File: src/pkg/escs_pkg.sv
// Purpose: Shared constants for the engine speed command supervisor
// Assumes: APB with 32-bit data, pclk at 10 MHz
// Notes:   Offsets are byte addresses of aligned words
package escs_pkg;
    // ------------------------------------------------------------
    // Register map
    // ------------------------------------------------------------
    localparam logic [7:0] ESCS_OFF_CTRL = 8'h00;
    localparam logic [7:0] ESCS_OFF_RX = 8'h04;
    localparam logic [7:0] ESCS_OFF_STATUS = 8'h08;
    localparam logic [7:0] ESCS_OFF_PARAM = 8'h0C;
    // CTRL fields
    localparam int ESCS_CTRL_SUPPORT_BIT = 0;
    localparam int ESCS_CTRL_SUP_OK_BIT = 1;
    localparam int ESCS_CTRL_OVR_LOW_BIT = 2;
    localparam int ESCS_CTRL_OVR_DIS_BIT = 3;
    localparam int ESCS_CTRL_ACTIVE_BIT = 4;
    localparam logic [31:0] ESCS_CTRL_RESET = 32'h0000_0003;
    // RX / STATUS / PARAM fields
    localparam int ESCS_RX_INC_BIT = 0;
    localparam int ESCS_RX_DEC_BIT = 1;
    localparam int ESCS_RX_INTEG_LSB = 2;
    localparam int ESCS_ST_INHIBIT_BIT = 0;
    localparam int ESCS_ST_SUPERSEDED_BIT = 1;
    localparam int ESCS_ST_INC_BIT = 2;
    localparam int ESCS_ST_DEC_BIT = 3;
    localparam int ESCS_ST_COMM_BIT = 4;
    localparam int ESCS_ST_FAIL_BIT = 5;
    localparam int ESCS_PARAM_INC_BIT = 0;
    localparam int ESCS_PARAM_DEC_BIT = 1;
    // ------------------------------------------------------------
    // Timing
    // ------------------------------------------------------------
    localparam int ESCS_CLK_HZ = 10_000_000;
    localparam int ESCS_UPDATE_MS = 38;
    localparam int ESCS_UPDATE_CYCLES = ESCS_UPDATE_MS * (ESCS_CLK_HZ / 1000);
    // ------------------------------------------------------------
    // Switch data integrity encoding
    // ------------------------------------------------------------
    typedef enum logic [1:0]
    {
        ESCS_INTEG_VALID = 2'h0,
        ESCS_INTEG_INVALID = 2'h1,
        ESCS_INTEG_FAILURE = 2'h2
    } escs_integ_t;
endpackage

File: src/logic/escs_supervisor.sv
// Purpose: Engine speed command supervisor with APB registers
// Assumes: APB slave, zero wait states, pclk at 10 MHz
// Notes:   Network frames are written into RX by software
//
// Overview of operation
// - Check switches and inputs before acting
// - Supervision veto ignores request, sets inhibit
// - Ignore switches on failure detected
// - Update engine parameters within 38 ms
// - Superseded when active and throttle held lower
// - Superseded false otherwise, never for higher
// - Immediate disengage ends control, sets inhibit
// - Unsupported build sends superseded false
// - Integrity field: valid, invalid, failure
// - Failure detected disengages both functions
// - Inhibit bit: 0 allows, 1 inhibits
//
// Local design decisions: the register addresses and register access over APB.
`timescale 1ns/10ps
`default_nettype none
module escs_supervisor
    import escs_pkg::*;
#(
    parameter int UPDATE_CYCLES = ESCS_UPDATE_CYCLES
)
(
    // APB slave
    input wire logic pclk,
    input wire logic presetn,
    input wire logic psel,
    input wire logic penable,
    input wire logic pwrite,
    input wire logic [7:0] paddr,
    input wire logic [31:0] pwdata,
    output logic [31:0] prdata,
    output logic pready,
    output logic pslverr,
    // Link status
    input wire logic comm_ok,
    // Network outputs
    output logic inhibit_req,
    output logic superseded,
    // Engine control parameters
    output logic speed_inc_param,
    output logic speed_dec_param
);
    // Refuse a limit that the update timer cannot serve
    if (UPDATE_CYCLES < 2)
    begin : g_bad_limit
        $error("escs_supervisor: UPDATE_CYCLES too small");
    end

    // ------------------------------------------------------------
    // Registers
    // ------------------------------------------------------------
    logic [4:0] ctrl_reg;
    logic [3:0] rx_reg;
    logic wr_en;
    logic rd_en;
    logic addr_ok;
    logic inc_q;
    logic dec_q;
    logic fail_q;
    logic late;
    logic supported;
    logic sup_ok;
    logic ovr_low;
    logic ovr_dis;
    logic active;
    logic inhibit_next;

    assign addr_ok = (paddr == ESCS_OFF_CTRL) || (paddr == ESCS_OFF_RX) ||
                     (paddr == ESCS_OFF_STATUS) || (paddr == ESCS_OFF_PARAM);
    assign wr_en = psel && penable && pwrite && addr_ok;
    assign rd_en = psel && !pwrite;
    assign pready = 1'b1;
    assign pslverr = psel && penable && !addr_ok;

    always_ff @(posedge pclk or negedge presetn)
    begin
        if (!presetn)
            ctrl_reg <= ESCS_CTRL_RESET[4:0];
        else if (wr_en && paddr == ESCS_OFF_CTRL)
            ctrl_reg <= pwdata[4:0];
    end

    // Received switch frame; integrity arrives with the switches
    always_ff @(posedge pclk or negedge presetn)
    begin
        if (!presetn)
            rx_reg <= {ESCS_INTEG_INVALID, 2'b00};
        else if (wr_en && paddr == ESCS_OFF_RX)
            rx_reg <= pwdata[3:0];
    end

    assign supported = ctrl_reg[ESCS_CTRL_SUPPORT_BIT];
    assign sup_ok = ctrl_reg[ESCS_CTRL_SUP_OK_BIT];
    assign ovr_low = ctrl_reg[ESCS_CTRL_OVR_LOW_BIT];
    assign ovr_dis = ctrl_reg[ESCS_CTRL_OVR_DIS_BIT];
    assign active = ctrl_reg[ESCS_CTRL_ACTIVE_BIT];

    // ------------------------------------------------------------
    // Switch path
    // ------------------------------------------------------------
    escs_switch_filter u_filter
    (
        .pclk(pclk),
        .presetn(presetn),
        .rx_inc(rx_reg[ESCS_RX_INC_BIT]),
        .rx_dec(rx_reg[ESCS_RX_DEC_BIT]),
        .rx_integ(rx_reg[ESCS_RX_INTEG_LSB +: 2]),
        .comm_ok(comm_ok),
        .inc_q(inc_q),
        .dec_q(dec_q),
        .fail_q(fail_q)
    );

    escs_update_timer #(.LIMIT_CYCLES(UPDATE_CYCLES)) u_timer
    (
        .pclk(pclk),
        .presetn(presetn),
        .inc_q(inc_q),
        .dec_q(dec_q),
        .inc_param(speed_inc_param),
        .dec_param(speed_dec_param),
        .late(late)
    );

    // ------------------------------------------------------------
    // Supervision
    // ------------------------------------------------------------
    // Inhibit whenever supervision vetoes, an override forces
    // disengagement, or switch data failed; unsupported builds too.
    always_comb
    begin
        inhibit_next = 1'b0;
        if (!supported)
            inhibit_next = 1'b1;
        if (!sup_ok)
            inhibit_next = 1'b1;
        if (ovr_dis)
            inhibit_next = 1'b1;
        if (fail_q)
            inhibit_next = 1'b1;
    end

    always_ff @(posedge pclk or negedge presetn)
    begin
        if (!presetn)
            inhibit_req <= 1'b0;
        else
            inhibit_req <= inhibit_next;
    end

    // Superseded only for a lower override while engaged
    always_ff @(posedge pclk or negedge presetn)
    begin
        if (!presetn)
            superseded <= 1'b0;
        else
            superseded <= supported && active && !inhibit_next &&
                          ovr_low;
    end

    // ------------------------------------------------------------
    // Read back
    // ------------------------------------------------------------
    always_ff @(posedge pclk or negedge presetn)
    begin
        if (!presetn)
            prdata <= 32'h0000_0000;
        else if (rd_en && !penable)
        begin
            prdata <= 32'h0000_0000;
            unique case (paddr)
                ESCS_OFF_CTRL:
                    prdata[4:0] <= ctrl_reg;
                ESCS_OFF_RX:
                    prdata[3:0] <= rx_reg;
                ESCS_OFF_STATUS:
                    prdata[5:0] <= {fail_q, comm_ok, dec_q, inc_q,
                                    superseded, inhibit_req};
                ESCS_OFF_PARAM:
                    prdata[2:0] <= {late, speed_dec_param, speed_inc_param};
                default:
                    prdata <= 32'h0000_0000;
            endcase
        end
    end
endmodule // escs_supervisor
`default_nettype wire

File: src/logic/escs_switch_filter.sv
// Purpose: Qualifies received speed switch bits
// Assumes: Inputs synchronous to pclk
// Notes:   Failed integrity or lost link forces both switches false
`timescale 1ns/10ps
`default_nettype none
module escs_switch_filter
    import escs_pkg::*;
(
    // Clock and reset
    input wire logic pclk,
    input wire logic presetn,
    // Received frame content
    input wire logic rx_inc,
    input wire logic rx_dec,
    input wire logic [1:0] rx_integ,
    input wire logic comm_ok,
    // Qualified switches
    output logic inc_q,
    output logic dec_q,
    output logic fail_q
);
    logic fail;
    assign fail = (rx_integ == ESCS_INTEG_FAILURE);

    always_ff @(posedge pclk or negedge presetn)
    begin
        if (!presetn)
        begin
            inc_q <= 1'b0;
            dec_q <= 1'b0;
        end
        else if (fail || !comm_ok)
        begin
            inc_q <= 1'b0;
            dec_q <= 1'b0;
        end
        else
        begin
            inc_q <= rx_inc;
            dec_q <= rx_dec;
        end
    end

    always_ff @(posedge pclk or negedge presetn)
    begin
        if (!presetn)
            fail_q <= 1'b0;
        else
            fail_q <= fail && comm_ok;
    end
endmodule // escs_switch_filter
`default_nettype wire

File: src/logic/escs_update_timer.sv
// Purpose: Bounds the delay from switch change to parameter update
// Assumes: One clock, pclk
// Notes:   Update is taken well inside the limit, on the next cycle
`timescale 1ns/10ps
`default_nettype none
module escs_update_timer
    import escs_pkg::*;
#(
    parameter int LIMIT_CYCLES = ESCS_UPDATE_CYCLES
)
(
    // Clock and reset
    input wire logic pclk,
    input wire logic presetn,
    // Qualified switches
    input wire logic inc_q,
    input wire logic dec_q,
    // Engine control parameters
    output logic inc_param,
    output logic dec_param,
    output logic late
);
    // Refuse a limit that the age counter cannot time
    if (LIMIT_CYCLES < 2)
    begin : g_bad_limit
        $error("escs_update_timer: LIMIT_CYCLES too small");
    end

    logic [31:0] age_reg;
    logic pending;
    assign pending = (inc_q != inc_param) || (dec_q != dec_param);

    always_ff @(posedge pclk or negedge presetn)
    begin
        if (!presetn)
        begin
            inc_param <= 1'b0;
            dec_param <= 1'b0;
        end
        else
        begin
            inc_param <= inc_q;
            dec_param <= dec_q;
        end
    end

    // Watchdog on the update path; flags a missed deadline
    always_ff @(posedge pclk or negedge presetn)
    begin
        if (!presetn)
        begin
            age_reg <= 32'h0000_0000;
            late <= 1'b0;
        end
        else
        begin
            age_reg <= pending ? age_reg + 32'h0000_0001 : 32'h0000_0000;
            late <= late || (age_reg >= 32'(LIMIT_CYCLES));
        end
    end
endmodule // escs_update_timer
`default_nettype wire

File: config.mk
export PLATFORM = sky130hd
export DESIGN_NAME = escs_supervisor
export DESIGN_NICKNAME = d
export VERILOG_FILES = /design/src/pkg/escs_pkg.sv /design/src/logic/escs_supervisor.sv /design/src/logic/escs_switch_filter.sv /design/src/logic/escs_update_timer.sv
export SDC_FILE = /design/constraint.sdc
export NUM_CORES = 1
export LEC_CHECK = 0
export BUFFER_PORTS_ARGS = -buffer_cell sky130_fd_sc_hd__buf_2
export CAP_MARGIN = 30
export CELL_PAD_IN_SITES_DETAIL_PLACEMENT = 1
export CELL_PAD_IN_SITES_GLOBAL_PLACEMENT = 1
export CORE_MARGIN = 3
export CORE_UTILIZATION = 40
export DETAILED_ROUTE_END_ITERATION = 12
export GPL_ROUTABILITY_DRIVEN = 0
export PLACE_DENSITY = 0.8
export SLEW_MARGIN = 15
export SYNTH_ARGS = -nofsm -noshare
export SYNTH_HDL_FRONTEND = slang
export SYNTH_SLANG_ARGS = --single-unit
File: constraint.sdc
create_clock -name pclk -period 2.4 [get_ports pclk]
set_input_delay 0.24 -clock pclk [delete_from_list [all_inputs] [get_ports pclk]]
set_output_delay 0.24 -clock pclk [all_outputs]
set_load 0.03 [all_outputs]
---- Yosys cells after proc, flatten, opt, wreduce, memory -nomap -nowiden ----
Cells that the tools add are included.
storage, ports and cells
  input bits .............................. 46
  output and inout port bits .............. 38
  memory bits (read-only) ................. 0
  bits in latches ......................... 0
  bits in writable memories ............... 0
  flip-flop bits (word level) ............. 55
  memories ................................ 0
operators by class
  $lt $le $gt $ge ......................... 1
  divide/modulo/power cells ............... 0
  muxes and demuxes ....................... 11
  reductions and logical operators ........ 24
  shift-type cells ........................ 0
  equal/unequal tests ..................... 6
  bitwise operators ....................... 0
  add/subtract/negate cells ............... 1
  multiply operators ...................... 0
operators by type and width
  cell                     count
  $add A32 B1 Y32 const B  1
  $ge A32 B19 Y1 const B   1
  $mux W32                 1
  $eq A8 B4 Y1 const B     2
  $logic_and A1 B1 Y1      12
  $pmux W3 S4              1
  $eq A8 B3 Y1 const B     1
  $logic_not A8 Y1         1
  $mux W1                  7
  $logic_or A1 B1 Y1       6
  $logic_not A1 Y1         5
  $pmux W1 S3              1
  $eq A2 B2 Y1 const B     1
  $ne A1 B1 Y1             2
  $pmux W1 S2              1

---- Logic depth before layout (Yosys ltp) ----
  depth after elaboration ................. 7
  depth in mapped cells ................... 6

---- By module ----
From an unflattened synthesis, not the netlist that was laid out.
second synthesis, totals
  cell total of the unflattened synthesis .. 293
  area total of the unflattened synthesis .. 2999.1 µm²
by module, submodules not included
  module              instances  cells an instance  seq. area each (µm²)  area each (µm²)
  escs_update_timer   1          197                875.8                 1834.3
  escs_supervisor     1          88                 429.2                 1056.0
  escs_switch_filter  1          8                  75.1                  108.9

---- Worst setup path after synthesis ----
OpenSTA, ideal clock, no wires.
  path type ............................... register to register
  from .................................... reg u_timer.age_reg[0]
  to ...................................... reg u_timer.age_reg[28]
  path slack .............................. 663 ps
  library setup time ...................... 78 ps
  cell stages (with the launch flop) ...... 7
  arrival time ............................ 1659 ps
  path buffers ............................ 1
  cells stage by stage .................... dfrtp_1 > ha_1 > and4_1 > buf_2 > and4_1 > or4b_1 > a21oi_1
between the ends
  cells in the longest elaborated chain, start to end .. 2
ends and longest elaborated chain
  element                 line                     RTL
  from (decl)             escs_update_timer.sv:29  logic [31:0] age_reg;
  from (signal assigned)  escs_update_timer.sv:57  age_reg <= pending ? age_reg + 32'h0000_0001 : 32'h0000_0000;
  $add A32 B1 Y32         escs_update_timer.sv:57
  $mux W32                escs_update_timer.sv:57
Every way passes these cells.
A chain may end at the register's enable or synchronous reset.

---- Worst setup path in the final report ----
Same ends and word-level chain as after synthesis.

==> run metrics <==
Mean Syn Cell Area between 9 and 10 um^2; routed wire length ~6800 um; boundary pin count 84; post-synthesis compound-gate area fraction about a tenth; total clock sinks 55; RSZ-0062 raised after global routing false; GR Util met1 between 20% and 30%; synthesized-area fraction occupied by and/or/nand/nor cells roughly a quarter; Async S/R FF share, synth 100%; Reg power frac 55.6%; Nets ~380; pin count of the biggest net entering global routing 56; FF-to-FF path depth 5; final HPWL from detailed placement around 4800 um; Yosys reg bits 55; vias per cell between 5 and 6; cts repair resizes 0; worst min-delay path class in2async; fill count 876; DR pass1 iterations 4; post-CTS setup buffer count 0; RR Endpoint u_timer.age_reg[28]; P&R area growth vs syn 7.45%; Cell Area, Synth 3020 um^2; crit path kind reg2reg; max incr delay on CP about 440 ps; DRT iter0 DRCs around 140; Post-CTS Hold Buffers 0; commonest cells after routing, fill and taps aside 52 x dfrtp_1, 29 x buf_2, 27 x conb_1, 25 x nand2_1, 20 x nor2_1; CP Cell Sequence ha_1, and4_1, and4_1, or4b_1, a21oi_1; hold_ws between 50 and 60 ps; total number of vias between 2000 and 2500; multiplexer share of the synthesized area about 6.4%; cell mode on critical path and4_1; max-cap violation count 0; yosys warns 0; RR Startpoint u_timer.age_reg[0]; Die H around 93 um; worst slew pin tran around 710 ps; Post-synth EDFFs 0; Die ar. 8640 um^2; total power 1680 uW; Max FO, Critical Path 6; maximum clock path buffer count 2; Clock Tree Root clkbuf_8; CP Data Required Time between 2000 and 3000 ps; starting density of the core about two fifths; status completed; routed length per placed instance approximately 16 um; leak pwr 0.00143 uW; M2 GR Usage around a quarter; number of distinct library cells after synthesis 43; max FFs per register 32; Max-slew headroom a little over half; Seq/Total Area, Yosys between 40% and 50%; leading cell type in the layout, fill and taps excluded dfrtp_1; CP max-delay cell and4_1; switching power 415 uW; CTS tree built; Final Critical Period 2030 ps; crit end category flop; critical path launch point type flop; Crit path buffers/inverters 0; Max Slew Vio Count 0; clock latency on the worst-skew pair 310 ps; all-layer global routing usage 16.0%; Core ar. about 7300 um^2; first-pass GRT wire length roughly 11000 um; Yosys top cell area share 43.0%; clock power share 37.0%; Most Crowded Layer GR met2; CTS H-tree lvls 2; vias in the first global route between 2000 and 2500; Residual DRC 0; share of layout cells above drive strength 1 a little under a fifth; Comb power frac between 7 and 8%; diodes inserted 0; crit path DAT between 2000 and 2500 ps; Core Rows 31; Top delay family on crit path simple AND/OR/NAND/NOR gates; final hold vios 0; GR met3 Demand/Resource between 3 and 4%; Inst Count DP 421; Port Buffers 29; Detail Route Antenna Nets 0; Post-Synth Adder-Cell Area 0.827%; Synth area leaders dfrtp_1 43%, buf_4 6.7%, mux2_2 3.4%; Clock Pin Slew Worst Setup and Hold Paths about 100 ps; Overflow after GRT 0; total negative slack 0 ps; fmax 0.494 GHz; Top FF cell, synth dfrtp_1; pwr dens approximately 520 nW/um^2; xor/xnor share of the synthesized area ~3.5%; Layout Cells excl Fill 429; Reg2Reg Setup Slack roughly 370 ps; leading area contributor after synthesis dfrtp_1; Layout Skew 5.97 ps; Die X 93.0 um; Syn Inst Count between 300 and 400; CTS buffer count 5; main combinational cell family by area after synthesis simple AND/OR/NAND/NOR gates; Period Utilization, post-route approximately 84%; VDD IR max between 0.0003 and 0.0004 V; Finish-stage setup viols 0; Sw Share between 20% and 30%; initial antenna violation count 0; Pint between 1000 and 1500 uW
==> worst max path at each step <==
stage                                  start             endpoint  cells after the start
final                     u_timer.age_reg[0]  u_timer.age_reg[28]                      5
after global routing      u_timer.age_reg[5]  u_timer.age_reg[21]                      4
after CTS                 u_timer.age_reg[0]  u_timer.age_reg[28]                      5
after detailed placement  u_timer.age_reg[0]  u_timer.age_reg[28]                      5
after global placement    u_timer.age_reg[0]  u_timer.age_reg[30]                      5
after floorplan           u_timer.age_reg[0]  u_timer.age_reg[28]                      6
==> power by group through the flow <==
| stage | registers, uW | logic (uW) | clock network [uW] |
|---|---|---|---|
| global placement | 952 | 123 | 0 |
| detailed placement | 952 | 126 | 0 |
| global route | 935 | 137 | 672 |
| CTS | 934 | 126 | 639 |
| floorplan | 952 | 114 | 0 |
| finish | 934 | 125 | 621 |
==> metal layers <==
| layer | vias up | wire, um | share of wire, % |
|---|---|---|---|
| met5 | - | 0 | 0 |
| met1 | 1148 | 3030 | 45 |
| met2 | 39 | 3460 | 51 |
| met4 | 0 | 66 | 0.98 |
| li1 | 1092 | - | - |
| met3 | 9 | 202 | 3.0 |
==> layout make-up <==
type / count / area [um^2] / share of cell area [%]
inverters: 10 / 37.5 / 1.16
well taps: 99 / 124 / 3.81
multi-input cells: 226 / 1440 / 44.2
clock buffers: 5 / 68.8 / 2.12
repair buffers: 31 / 160 / 4.93
flip-flops and latches: 55 / 1380 / 42.5
clock inverters: 3 / 43.8 / 1.35
==> per-stage QoR <==
step / setup slack [ps] / area, um^2 / utilization [%]
3_5_place_dp: 426 / 3140 / 43.0
3_3_place_gp: 457 / 3140 / 43.0
2_1_floorplan: 663 / 3120 / -
6_report: 375 / 3250 / 44.6
5_1_grt: 239 / 3250 / 44.6
4_1_cts: 376 / 3250 / 44.6
==> Yosys cell counts (all sizes together), types with 3 or more instances <==
| master | count |
|---|---|
| o31ai | 8 |
| and4 | 4 |
| or4 | 10 |
| nand3 | 14 |
| xor2 | 5 |
| dfstp | 3 |
| and3 | 8 |
| nor4 | 4 |
| nor2 | 20 |
| buf | 31 |
| o21ai | 12 |
| or3 | 8 |
| dfrtp | 52 |
| mux2 | 9 |
| a31oi | 3 |
| nand2 | 25 |
| inv | 10 |
| clkbuf | 7 |
| mux2i | 7 |
| nand4 | 12 |
| and2 | 5 |
| nand2b | 4 |
| a21oi | 17 |
| xnor2 | 7 |
==> logic make-up (layout without fill, tap and decap cells) <==
group                      Yosys count  in the layout
buffers and inverters               48             49
DFF                                 55             55
and+or+nand+nor                    121            121
other                                2             27
muxes                               17             17
AOI/OAI and AO/OA                   47             47
adders and majority gates            2              2
xor gates and xnor gates            12             12
(Power assumes the default switching activity.)
